===== src/core/xbp_defines.vh =====
// constants for the external parallel bus port: formats, strobe
// schemes and access phase lengths; included by every design file
`ifndef XBP_DEFINES_VH
`define XBP_DEFINES_VH
// address and data widths
`define XBP_ADDR_W 20
`define XBP_DATA_W 16
// bus formats (separate / multiplexed)
`define XBP_FMT_SEP 1'b0
`define XBP_FMT_MUX 1'b1
// strobe schemes
`define XBP_STB_SPLIT 1'b0
`define XBP_STB_SINGLE 1'b1
// width strap levels: low pin selects 16-bit data
`define XBP_WIDTH_16 1'b0
// phase lengths in divider pulses (address latch, strobe, recovery)
`define XBP_LATCH_CYC 3'h2
`define XBP_STROBE_CYC 3'h2
`define XBP_RECOVER_CYC 3'h1
// bus clock divider: one enable pulse every 4 clk_sys cycles
`define XBP_DIV_CYC 3'h4
`endif


===== src/core/xbp_tick.v =====
// divider making a one-cycle enable pulse for bus phase timing
// assumes clk_sys is the only clock
`timescale 1ns/10ps
`include "xbp_defines.vh"
module xbp_tick (
    input wire clk_sys, // system clock
    input wire rst, // async reset, active high
    output reg tick // one-cycle enable pulse
);
    reg [2:0] count; // cycles since last pulse

    // free running counter; pulse when it wraps
    always @(posedge clk_sys or posedge rst) begin
        if (rst) begin
            count <= 3'h0;
            tick <= 1'b0;
        end else if (count == `XBP_DIV_CYC - 3'h1) begin
            count <= 3'h0;
            tick <= 1'b1;
        end else begin
            count <= count + 3'h1;
            tick <= 1'b0;
        end
    end
endmodule


===== src/core/xbp_strap.v =====
// catches the width and mode straps once, just after reset release
// assumes straps are steady and synchronous to clk_sys
`timescale 1ns/10ps
`include "xbp_defines.vh"
module xbp_strap (
    input wire clk_sys, // system clock
    input wire rst, // async reset, active high
    input wire bus_width_select, // strap: low = 16-bit data
    input wire processor_mode_select, // strap: high = microprocessor
    output reg wide_bus, // latched: 16-bit data bus
    output reg ext_mode, // latched: external bus enabled
    output reg strap_done // straps captured
);
    // capture on the first edge after reset; the pin must not toggle
    // later, so later changes are simply ignored
    always @(posedge clk_sys or posedge rst) begin
        if (rst) begin
            wide_bus <= 1'b1;
            ext_mode <= 1'b0;
            strap_done <= 1'b0;
        end else if (!strap_done) begin
            wide_bus <= (bus_width_select == `XBP_WIDTH_16);
            ext_mode <= processor_mode_select;
            strap_done <= 1'b1;
        end
    end
endmodule


===== src/core/xbp_port.v =====
// external parallel bus port: runs one byte or word access at a time
// on the address, data, chip select and strobe pins
// assumes a single clock; all pin inputs synchronous to clk_sys
`timescale 1ns/10ps
`include "xbp_defines.vh"
// Overview of operation
// - width strap low gives 16-bit bus
// - separate format: low byte on data lines
// - separate 16-bit: high byte on own lines
// - address bits 0 to 19 driven out
// - 8-bit mux: address 0-7 then data
// - 16-bit mux: address 1-8 then data
// - four area selects identify accessed area
// - 16-bit: choose split or single strobe scheme
// - split 16-bit: low strobe writes even
// - split: high strobe writes odd address
// - read strobe low on every read
// - single scheme: store strobe on writes
// - single scheme: odd enable on odd addresses
// - address latch pulse output each access
// - release ack low while in hold
// - wait input low stretches the access
// - low reset input holds device reset
module xbp_port (
    input wire clk_sys, // system clock, 250 MHz
    input wire rst, // async reset, active high
    input wire reset_n, // external reset pin, active low
    input wire bus_width_select, // strap, low = 16-bit bus
    input wire processor_mode_select, // strap, high = microprocessor
    input wire mux_format, // 1 = address/data multiplexed
    input wire single_strobe, // 1 = store strobe + odd enable
    input wire req_valid, // access request
    input wire req_write, // 1 = write, 0 = read
    input wire req_word, // 1 = 16-bit access (wide bus only)
    input wire [19:0] req_addr, // byte address
    input wire [1:0] req_area, // area number for chip select
    input wire [15:0] req_wdata, // write data
    input wire bus_takeover_n, // hold request, active low (pulled up)
    input wire wait_insert_n, // external wait, active low
    input wire [15:0] data_in, // data pins, input side
    output reg req_ready, // idle and able to take a request
    output reg rsp_valid, // access done pulse
    output reg [15:0] rsp_rdata, // read data
    output reg wide_bus_state, // latched bus width, 1 = 16-bit
    output reg [19:0] addr_out, // address pins
    output reg [15:0] data_out, // data pins, output side
    output reg [15:0] data_oe_n, // data pin enable, low = drive
    output reg [3:0] area_select_n, // area chip selects, active low
    output reg ale, // address latch pulse, active high
    output reg read_n, // read strobe, active low
    output reg lower_byte_store_strobe_n, // store strobe / low byte
    output reg upper_byte_store_strobe_n, // odd enable / high byte
    output reg bus_release_ack_n // hold acknowledge, active low
);
    // one-hot phases: idle, latch, strobe, recovery;
    // hold is entered from idle only
    // each pin decode is then a single bit test
    localparam [4:0] S_IDLE = 5'h01; // waiting for a request
    localparam [4:0] S_LATCH = 5'h02; // address out, latch pulse
    localparam [4:0] S_STROBE = 5'h04; // strobe low, data phase
    localparam [4:0] S_RECOV = 5'h08; // strobe high, select held
    localparam [4:0] S_HOLD = 5'h10; // bus released

    // request fields copied at take; the
    // requester may change its inputs meanwhile
    // pins depend on these copies and the state
    reg [4:0] state; // one-hot state
    reg [2:0] phase_cnt; // ticks left in phase
    reg cur_write; // latched direction
    reg cur_word; // latched word access
    reg [19:0] cur_addr; // latched address
    reg [1:0] cur_area; // latched area
    reg [15:0] cur_wdata; // latched write data
    reg cur_mux; // latched format
    reg cur_single; // latched strobe scheme
    reg rst_pin_q; // sampled reset pin
    wire tick; // phase enable pulse
    wire wide_bus; // strap: 16-bit bus
    wire ext_mode; // strap: external bus enabled
    wire strap_done; // straps captured
    wire odd; // odd byte target
    wire hi_lane; // high byte moves on upper lines

    // phases last whole divider periods
    // the divider runs free from reset, so the
    // first pulse after a take comes 1 to 4 cycles
    // later; one shared counter is cheaper than a
    // counter per phase
    xbp_tick u_tick (
        .clk_sys(clk_sys),
        .rst(rst),
        .tick(tick)
    );

    // straps caught once; later changes ignored
    // width strap caught after reset
    xbp_strap u_strap (
        .clk_sys(clk_sys),
        .rst(rst),
        .bus_width_select(bus_width_select),
        .processor_mode_select(processor_mode_select),
        .wide_bus(wide_bus),
        .ext_mode(ext_mode),
        .strap_done(strap_done)
    );

    // upper lines carry a byte only on a wide bus,
    // for an odd address or a word; a narrow bus
    // always uses the low lines
    // byte lane decode used by both strobe and data logic
    function lane_hi;
        input wide;
        input a0;
        input word;
        begin
            lane_hi = wide & (a0 | word);
        end
    endfunction

    // odd byte enable covers odd bytes and words on a wide bus
    assign odd = cur_addr[0] | (wide_bus & cur_word);
    assign hi_lane = lane_hi(wide_bus, cur_addr[0], cur_word);

    // sample reset pin; it acts like a synchronous reset of the port
    // one flop of delay: the pin is taken as
    // synchronous, so a pulse under a cycle
    // may go unseen
    always @(posedge clk_sys or posedge rst) begin
        if (rst) begin
            rst_pin_q <= 1'b0;
        end else begin
            rst_pin_q <= reset_n;
        end
    end

    // one access, in divider pulses:
    //   take: request copied, go to latch
    //   latch: address and latch pulse, 2 pulses
    //   strobe: read or store strobe, 2 pulses;
    //     a low wait input freezes the count,
    //     so a slow device stretches the phase
    //   recover: strobes high, select held 1 pulse
    //   done: response pulse, back to idle
    // read data is taken on the last strobe
    // pulse, while the read strobe is still low
    // the reset pin clears the sequencer but
    // keeps the straps; only rst recaptures them
    // hold is honoured between accesses only
    // ready returns one cycle after the response,
    // so requests never overlap
    // access sequencer; phases advance on the divider pulse
    always @(posedge clk_sys or posedge rst) begin
        if (rst) begin
            state <= S_IDLE;
            phase_cnt <= 3'h0;
            cur_write <= 1'b0;
            cur_word <= 1'b0;
            cur_addr <= 20'h00000;
            cur_area <= 2'h0;
            cur_wdata <= 16'h0000;
            cur_mux <= 1'b0;
            cur_single <= 1'b1;
            req_ready <= 1'b0;
            rsp_valid <= 1'b0;
            rsp_rdata <= 16'h0000;
        end else if (!rst_pin_q) begin
            state <= S_IDLE;
            phase_cnt <= 3'h0;
            req_ready <= 1'b0;
            rsp_valid <= 1'b0;
        end else begin
            rsp_valid <= 1'b0;
            case (state)
                S_IDLE: begin
                    // ready once the straps are in, the mode
                    // strap enables the bus and no hold is asked
                    req_ready <= strap_done & ext_mode & bus_takeover_n;
                    if (!bus_takeover_n) begin
                        // the hold request is meant to stay high; if
                        // pulled low anyway, release the bus
                        state <= S_HOLD;
                        req_ready <= 1'b0;
                    end else if (req_valid && req_ready) begin
                        cur_write <= req_write;
                        cur_word <= req_word & wide_bus;
                        cur_addr <= req_addr;
                        cur_area <= req_area;
                        cur_wdata <= req_wdata;
                        cur_mux <= mux_format;
                        cur_single <= single_strobe | ~wide_bus;
                        req_ready <= 1'b0;
                        phase_cnt <= `XBP_LATCH_CYC;
                        state <= S_LATCH;
                    end
                end
                // latch: count down the address phase
                S_LATCH: begin
                    if (tick) begin
                        if (phase_cnt == 3'h1) begin
                            phase_cnt <= `XBP_STROBE_CYC;
                            state <= S_STROBE;
                        end else begin
                            phase_cnt <= phase_cnt - 3'h1;
                        end
                    end
                end
                S_STROBE: begin
                    // wait is looked at only on divider pulses;
                    // a low level between two pulses is unseen
                    // wait input stalls the phase
                    if (tick && wait_insert_n) begin
                        if (phase_cnt == 3'h1) begin
                            // a byte read comes back in the low
                            // bits, whichever lane carried it
                            if (!cur_write) begin
                                rsp_rdata <= hi_lane ?
                                    (cur_word ? data_in :
                                    {8'h00, data_in[15:8]}) :
                                    {8'h00, data_in[7:0]};
                            end
                            phase_cnt <= `XBP_RECOVER_CYC;
                            state <= S_RECOV;
                        end else begin
                            phase_cnt <= phase_cnt - 3'h1;
                        end
                    end
                end
                // recovery keeps select and address one pulse
                // after the strobes rise, then reports done
                S_RECOV: begin
                    if (tick) begin
                        rsp_valid <= 1'b1;
                        state <= S_IDLE;
                    end
                end
                // hold: bus released until the takeover input
                // is high again; no request is taken meanwhile
                S_HOLD: begin
                    if (bus_takeover_n) begin
                        state <= S_IDLE;
                    end
                end
                default: begin
                    state <= S_IDLE;
                end
            endcase
        end
    end

    // pin map of one access:
    //   select, address: latch to recovery
    //   latch pulse: latch phase only
    //   muxed address: low lines, latch phase
    //   read or store strobe: strobe phase
    //   write data: strobe phase, used lanes
    // all pins trail the state by one cycle,
    // so their relative order is kept
    // data lines are released outside write
    // strobes and the muxed latch phase, so a
    // read never meets the port driving
    // selects rise one pulse after the strobes
    // so the device sees a clean end
    // pin drive, registered from state so every pin is a flop
    always @(posedge clk_sys or posedge rst) begin
        if (rst) begin
            addr_out <= 20'h00000;
            data_out <= 16'h0000;
            data_oe_n <= 16'hFFFF;
            area_select_n <= 4'hF;
            ale <= 1'b0;
            read_n <= 1'b1;
            lower_byte_store_strobe_n <= 1'b1;
            upper_byte_store_strobe_n <= 1'b1;
            bus_release_ack_n <= 1'b1;
            wide_bus_state <= 1'b1;
        end else begin
            wide_bus_state <= wide_bus;
            bus_release_ack_n <= ~(state == S_HOLD);
            ale <= (state == S_LATCH);
            // defaults: lines released, strobes and selects high;
            // the phase branches below override what they use
            data_oe_n <= 16'hFFFF;
            data_out <= 16'h0000;
            read_n <= 1'b1;
            lower_byte_store_strobe_n <= 1'b1;
            upper_byte_store_strobe_n <= 1'b1;
            area_select_n <= 4'hF;
            if (state == S_LATCH || state == S_STROBE ||
                state == S_RECOV) begin
                // select and address held to recovery
                area_select_n <= ~(4'h1 << cur_area);
                addr_out <= cur_addr;
            end
            if (state == S_LATCH && cur_mux) begin
                data_oe_n <= 16'hFF00;
                data_out <= wide_bus ? {8'h00, cur_addr[8:1]} :
                    {8'h00, cur_addr[7:0]};
            end
            if (state == S_STROBE) begin
                read_n <= cur_write;
                if (cur_single) begin
                    // single: one store strobe, odd enable shows lane
                    // single store strobe
                    lower_byte_store_strobe_n <= ~cur_write;
                    upper_byte_store_strobe_n <= ~odd;
                end else begin
                    // split: each strobe marks the lane it stores
                    // split strobes by lane
                    lower_byte_store_strobe_n <=
                        ~(cur_write & (~cur_addr[0] | cur_word));
                    upper_byte_store_strobe_n <= ~(cur_write & hi_lane);
                end
                if (cur_write) begin
                    // lanes not written stay released
                    // low lines, high lines when wide
                    if (cur_word) begin
                        data_out <= cur_wdata;
                        data_oe_n <= 16'h0000;
                    end else if (hi_lane) begin
                        data_out <= {cur_wdata[7:0], 8'h00};
                        data_oe_n <= 16'h00FF;
                    end else begin
                        data_out <= {8'h00, cur_wdata[7:0]};
                        data_oe_n <= 16'hFF00;
                    end
                end
            end
        end
    end
endmodule


===== config.mk =====
export PLATFORM = sky130hd
export DESIGN_NAME = xbp_port
export DESIGN_NICKNAME = d
export VERILOG_FILES = /design/src/core/xbp_tick.v /design/src/core/xbp_strap.v /design/src/core/xbp_port.v
export VERILOG_INCLUDE_DIRS = /design/src /design/src/core
export SDC_FILE = /design/constraint.sdc
export NUM_CORES = 1
export LEC_CHECK = 0
export BUFFER_PORTS_ARGS = -buffer_cell sky130_fd_sc_hd__buf_2
export CAP_MARGIN = 20
export CORE_UTILIZATION = 52
export DETAILED_ROUTE_END_ITERATION = 7
export GPL_ROUTABILITY_DRIVEN = 0
export PLACE_DENSITY = 0.79
export SYNTH_ARGS = -nofsm -noshare
export SYNTH_HDL_FRONTEND = slang
export SYNTH_SLANG_ARGS = --single-unit
export TNS_END_PERCENT = 5

===== constraint.sdc =====
create_clock -name clk_sys -period 4.3 [get_ports clk_sys]
set_input_delay 0.215 -clock clk_sys [delete_from_list [all_inputs] [get_ports clk_sys]]
set_output_delay 0.215 -clock clk_sys [all_outputs]
set_load 0.1 [all_outputs]

==> results of run 1 <==
==> synth_stat cells (all sizes together) (6+ instances only) <==
master and count:
a21oi 11, a22o 8, buf 25, clkbuf 11, dfrtp 110, dfstp 14, inv 8, mux2 41
mux2i 17, nand2 94, nand2b 7, nand3 11, nor2 16, nor2b 6, o21ai 15
==> cell families (layout without fill, tap and decap cells) <==
logic type               count (synthesis)  count (layout)  share of synthesized area
AND/OR/NAND/NOR                        161             161                      0.146
buffers and inverters                   44             246                     0.0496
XOR/XNOR                                 4               4                    0.00655
multiplexers                            58              58                      0.143
flip-flops                             124             124                      0.583
adder cells (fa/ha/maj)                  3               3                    0.00702
AO/OA/AOI/OAI                           51              51                     0.0632
other                                    1               1                   0.000701
==> sequential cells by signal, indices dropped and copies added, names as in the netlist, 3 cells and up <==
signal,count
rsp_rdata,16
addr_out,20
phase_cnt,3
cur_addr,20
data_out,16
u_tick.count,3
state,5
area_select_n,4
cur_wdata,16
==> metrics by stage <==
| step | instance area, sq um | hold WS (ns) | instances | setup slack (ns) |
|---|---|---|---|---|
| finish | 7180 | 0.0287 | 781 | 1.55 |
| global route | 7180 | 0.0179 | 781 | 1.40 |
| CTS | 7160 | 0.00318 | 780 | 1.53 |
| detailed placement | 6030 | 0.334 | 691 | 1.55 |
| global placement | 6030 | 0.329 | 691 | 1.64 |
| floorplan | 5350 | 0.246 | 446 | 0.809 |
==> worst max-delay path by stage <==
stage	start	endpoint	slack, ns	depth (start not counted)
after floorplan	rst	addr_out[0]$_DFFE_PP0N_	0.81	1
after CTS	state[0]$_DFFE_PP1P_	cur_addr[13]$_DFFE_PP0P_	1.53	5
after detailed placement	state[0]$_DFFE_PP1P_	cur_addr[13]$_DFFE_PP0P_	1.55	5
final	state[0]$_DFFE_PP1P_	cur_addr[13]$_DFFE_PP0P_	1.55	5
after global routing	state[0]$_DFFE_PP1P_	cur_addr[13]$_DFFE_PP0P_	1.40	5
after global placement	state[0]$_DFFE_PP1P_	cur_addr[12]$_DFFE_PP0P_	1.64	5
==> layout make-up <==
cell class | instances | area, sq um
inverter | 8 | 32.5
tap | 133 | 166
sequential | 124 | 3120
timing repair buffer | 206 | 1350
clock buffer | 18 | 418
fill | 675 | 2680
clock inverter | 14 | 136
multi-input combinational | 278 | 1960
==> worst register-to-register path: stages, from the launching register on <==
cell	delay, ns
dfstp_2	0.61
or3b_1	0.40
nor3_2	0.30
nand4_4	0.50
buf_4	0.46
mux2_4	0.35
==> repair_timing <==
item,4_1_cts,5_1_grt
resized for setup,0,0
hold buffers,57,0
endpoints found under the hold margin,129,0
==> placed cells by master (no fill, tap or decap), drive strengths merged, types with 3 or more instances in the layout <==
cell type,synthesis,final
o21ai,15,15
clkinvlp,0,5
mux2i,17,17
nand3,11,11
nor2,16,16
nand2b,7,7
dlygate4sd3,0,57
inv,8,13
or3,5,5
clkinv,0,3
a22o,8,8
nand2,94,94
clkbuf,11,18
dfstp,14,14
ha,3,3
a21oi,11,11
and2,3,3
mux2,41,41
nor2b,6,6
dfrtp,110,110
buf,25,149
==> power by group <==
part / leakage, nW / switching (mW) / internal (mW)
Clock: 0.257 / 0.542 / 0.776
Sequential: 1.66 / 0.0646 / 1.23
Combinational: 1.95 / 0.120 / 0.153
==> per-layer routing <==
layer,share of wire,GRT usage
met1,0.40,0.296
met2,0.53,0.445
met3,0.047,0.0692
met4,0.023,0.126
met5,0,0
==> flow_metrics.py, run 1 <==
metrics = {
    "placed_design": {
        "io_buffers": 145,
        "dp_hpwl_um": 8030,
    },
    "critical_path": {
        "endpoint_kind": "flop",
        "critical_path_class": "flop to flop",
        "critPathSlowestCell": "dfstp_2",
        "crit_chain": "or3b_1, nor3_2, nand4_4, buf_4, mux2_4",
        "cp.required_ns": 4.69,
        "slowest_delay_ns": 0.61,
        "cp_top_family": "simple AND/OR/NAND/NOR gates",
        "cp_max_fo": 24,
        "rrSetupSlack_ns": 1.55,
        "arrival_ns": 3.14,
        "start_kind": "flop",
        "crit_buf_inv": 1,
        "reg2reg_depth": 5,
        "r2r_start": "state[0]$_DFFE_PP1P_",
        "r2r-end": "cur_addr[13]$_DFFE_PP0P_",
    },
    "synthesis": {
        "synth.distinct_cells": 55,
        "synth_nets": 515,
        "netlist_top_cells_area": "dfrtp_1, mux2_4, dfstp_2, nand2_1, mux2i_1",
        "ys.flop_type": "dfrtp_1",
        "synth_area_per_cell_sq_um": 12.0,
        "ys_ff_latch": 124,
        "syn_inst": 446,
        "yosysTopAreaCellShare": 0.515,
        "yosys.area.top_type": "dfrtp_1",
        "ys_async_sr_fraction": 1.00,
        "yosysWarnings": 0,
        "synth_edf_count": 0,
        "ys_seq_area_frac": 0.583,
        "synth_area_sq_mm": 0.00535,
    },
    "layout": {
        "drive_gt1_frac": 0.375,
        "area_delta_synth_final_pct": 34.3,
        "nNetsFinal": 704,
        "final_core_util": 0.728,
        "diodes": 0,
    },
    "grt": {
        "grt_pass1_vias": 4036,
        "overflow": 0,
        "grt_pass1_wl_um": 20100,
        "grt_max_degree": 85,
        "antenna_found_initial": 0,
        "grtUsageTotal": 0.257,
    },
    "min_path": {
        "min_to": "rsp_rdata[2]$_DFFE_PP0P_",
        "hp-class": "input pin to flop",
        "worstHoldPathCells": 3,
        "min_from": "data_in[2]",
    },
    "cts": {
        "clkSlewWorstSetupHoldPaths_ns": 0.06,
        "cts_made_buffers": 17,
        "clk_path_buf_depth": 2,
        "cts_tree": "done",
        "cts_root_buffer": "clkbuf_8",
        "cts.sinks": 124,
        "post_cts_buffers": 0,
        "worstSkewPairLatency_ns": 0.51,
        "h-tree-depth": 4,
    },
    "die": {
        "die_x_um": 103,
        "die_y_um": 103,
        "die_area_sq_mm": 0.0107,
        "initial_core_util": 0.542,
        "pin_count": 146,
        "rows": 36,
        "core_area_sq_mm": 0.00986,
    },
    "route": {
        "first_iter_violations": 221,
        "wl_um": 13000,
        "vias_per_cell": 5.19,
        "wl_per_cell_um": 16.6,
        "vias": 4051,
        "ant_nets": 0,
        "dr.pass1.iters": 5,
        "remaining_drc_errors": 0,
    },
    "sta": {
        "min_period_ns": 2.75,
        "period_share": 0.640,
        "finalSetupViolations": 0,
        "slew_violations": 0,
        "fmax_mhz": 364,
        "finalHoldViolCount": 0,
        "skew_ns": 0.0161,
        "max_slew_margin": 0.463,
        "rsz0062_at_grt": "false",
        "tightest_slew_ns": 0.803,
        "tns_ns": 0,
    },
    "status": {
        "status": "finished clean",
    },
    "flow_run": {
        "drv_cap": 0,
    },
    "pwr": {
        "p_per_area_mw_per_mm2": 402,
        "ir_drop_v": 0.000259,
        "power_mw": 2.89,
        "power_leakage_nw": 3.86,
    },
}
No activity file was read; power rests on OpenSTA's default activity.
==> run 2: changes to the inputs <==
Settings changed: ABC_AREA from default to 1.
Clock period 4.3 ns to 2.85 ns, I/O delays scaled along.
==> run 2 against run 1 <==
Compared with the run above: die area is 0.57% lower; fmax up 46%; final cell count up 18%; cell area about the same; first-iteration DRC count increased by 19%.
==> flow_metrics.py, run 2 <==
metrics = {
    "route": {
        "first_iter_violations": 262,
        "vias": 4660,
        "wl_um": 13400,
        "remaining_drc_errors": 0,
        "wl_per_cell_um": 14.6,
        "vias_per_cell": 5.08,
        "ant_nets": 0,
        "dr.pass1.iters": 5,
    },
    "sta": {
        "tns_ns": 0,
        "rsz0062_at_grt": "false",
        "slew_violations": 0,
        "fmax_mhz": 530,
        "tightest_slew_ns": 0.781,
        "skew_ns": 0.0102,
        "period_share": 0.662,
        "whs_ns": 0.0404,
        "min_period_ns": 1.89,
        "finalSetupViolations": 0,
        "finalHoldViolCount": 0,
        "max_slew_margin": 0.478,
    },
    "synthesis": {
        "yosysTopAreaCellShare": 0.518,
        "yosysWarnings": 0,
        "ys_async_sr_fraction": 1.00,
        "yosys.area.top_type": "dfrtp_1",
        "synth_common_cells": "nand2_1, dfrtp_1, nand3_1, o21ai_0, inv_1",
        "syn_inst": 579,
        "synth_area_sq_mm": 0.00532,
        "synth.distinct_cells": 33,
        "synth_edf_count": 0,
        "synth_area_per_cell_sq_um": 9.18,
        "netlist_top_cells_area": "dfrtp_1, nand2_1, dfstp_2, nand3_1, o21ai_0",
        "synth.most_common_cell": "nand2_1",
        "synth_nets": 648,
        "ys_seq_area_frac": 0.587,
        "ys_ff_latch": 124,
        "ys.flop_type": "dfrtp_1",
    },
    "critical_path": {
        "r2r_start": "u_strap.wide_bus$_DFFE_PP1N_",
        "reg2reg_depth": 4,
        "rrSetupSlack_ns": 0.96,
        "endpoint_kind": "flop",
        "cp_max_fo": 13,
        "r2r-end": "data_out[11]$_DFF_PP0_",
        "arrival_ns": 2.31,
        "start_kind": "flop",
        "cp.required_ns": 3.27,
        "critical_path_class": "flop to flop",
    },
    "die": {
        "pin_count": 146,
        "initial_core_util": 0.539,
        "die_y_um": 103,
        "rows": 36,
        "die_x_um": 103,
        "core_area_sq_mm": 0.00986,
        "die_area_sq_mm": 0.0106,
    },
    "cts": {
        "h-tree-depth": 4,
        "post_cts_buffers": 0,
        "cts.sinks": 124,
        "worstSkewPairLatency_ns": 0.52,
        "cts_tree": "done",
        "clk_path_buf_depth": 2,
        "cts_made_buffers": 17,
        "clkSlewWorstSetupHoldPaths_ns": 0.06,
        "cts_root_buffer": "clkbuf_8",
        "cts_resized": 0,
    },
    "grt": {
        "use_met1": 0.329,
        "grtUsageMet3": 0.0875,
        "gr-max-usage-layer": "met2",
        "grt_max_degree": 68,
        "antenna_found_initial": 0,
        "overflow": 0,
        "gr-usage-met2": 0.452,
        "grt_pass1_vias": 4489,
        "grt_pass1_wl_um": 21100,
        "grtUsageTotal": 0.269,
    },
    "placed_design": {
        "io_buffers": 145,
        "dpl_cell_area_sq_mm": 0.00600,
        "dp_hpwl_um": 8480,
    },
    "min_path": {
        "hp-class": "input pin to flop",
        "min_from": "data_in[3]",
        "worstHoldPathCells": 3,
        "min_to": "rsp_rdata[3]$_DFFE_PP0P_",
    },
    "layout": {
        "area_delta_synth_final_pct": 35.1,
        "finalInstanceArea_sq_mm": 0.00719,
        "diodes": 0,
        "most-common-layout-cells": "nand2_1, buf_2, dfrtp_1, dlygate4sd3_1, nand3_1",
        "fillers": 662,
        "top_regs": "addr_out: 20 flops, cur_addr: 20 flops",
        "nNetsFinal": 842,
        "drive_gt1_frac": 0.288,
        "layout_commonest_cell": "nand2_1",
        "regArea_sq_mm": 0.00312,
        "multi_input_area_sq_mm": 0.00179,
    },
    "pwr": {
        "ir_drop_v": 0.000765,
        "p_per_area_mw_per_mm2": 913,
        "power_leakage_nw": 3.79,
    },
    "status": {
        "status": "finished clean",
    },
    "flow_run": {
        "drv_cap": 0,
    },
}
==> run 2: cell types whose count changed in the layout (fill, tap and decap cells not counted), sizes merged, moves of 8 or more <==
cell,before,now
mux2i,17,0
o21ai,15,47
nand2,94,203
nor2,16,42
nand3,11,45
mux2,41,0
o31ai,0,9
a22o,8,0
inv,13,38
==> run 2: logic make-up (layout without fill, tap and decap cells) <==
kind of cell,count (synthesis),after routing,synth area share
buffers and inverters,75,281,0.0769
AO/OA/AOI/OAI,70,70,0.0807
XOR/XNOR,1,1,0.00165
other,1,1,0.000705
AND/OR/NAND/NOR,305,305,0.246
adder cells (fa/ha/maj),3,3,0.00706
flip-flops,124,124,0.587
==> run 2: layer usage <==
| metal | up-vias | share of wire |
|---|---|---|
| met2 | 188 | 0.49 |
| li1 | 2225 | - |
| met4 | 0 | 0.017 |
| met5 | - | 0 |
| met1 | 2227 | 0.42 |
| met3 | 20 | 0.067 |
==> run 2: worst max-delay path, stage by stage (launching register included) <==
cell and delay [ns]:
dfstp_2 0.69, o21ai_0 0.22, nor2_2 0.40, nand2_1 0.24, o21ai_0 0.24
==> run 2: repair_timing <==
| item | in CTS | in global routing |
|---|---|---|
| hold endpoints to repair | 92 | 0 |
| setup endpoints to repair | 0 | 0 |
| hold buffers | 61 | 0 |
==> run 2: stage by stage <==
| step | std cells | utilization | setup WS, ns | power (mW) |
|---|---|---|---|---|
| detailed placement | 826 | 0.609 | 0.998 | 4.43 |
| global route | 918 | 0.728 | 0.746 | 6.83 |
| CTS | 918 | 0.728 | 0.978 | 6.57 |
| global placement | 826 | 0.609 | 1.06 | 4.37 |
| floorplan | 579 | - | 0.904 | 4.04 |
| finish | 918 | 0.728 | 0.963 | 6.56 |
==> run 2: worst max path at each step <==
stage / from / end / slack, ns / cells past startpoint
2_1_floorplan: req_ready$_DFFE_PP0P_ / cur_area[1]$_DFFE_PP0P_ / 0.90 / 5
3_3_place_gp: u_strap.wide_bus$_DFFE_PP1N_ / data_out[11]$_DFF_PP0_ / 1.06 / 4
3_5_place_dp: u_strap.wide_bus$_DFFE_PP1N_ / data_out[11]$_DFF_PP0_ / 1.0 / 4
4_1_cts: phase_cnt[1]$_DFFE_PP0P_ / rsp_rdata[7]$_DFFE_PP0P_ / 0.98 / 8
5_1_grt: cur_word$_DFFE_PP0P_ / data_out[11]$_DFF_PP0_ / 0.75 / 4
6_report: u_strap.wide_bus$_DFFE_PP1N_ / data_out[11]$_DFF_PP0_ / 0.96 / 4
==> run 2: cell type report <==
type | count | area share
clock inverter | 6 | 0.0122
inverter | 40 | 0.0214
timing repair buffer | 210 | 0.192
multi-input combinational | 380 | 0.250
tap | 133 | 0.0232
sequential | 124 | 0.434
clock buffer | 25 | 0.0674
==> run 2: power breakdown <==
part	switching (mW)	internal, mW	leakage [nW]
Combinational	1.75	0.416	1.93
Clock	0.736	1.33	0.270
Sequential	0.226	2.10	1.59
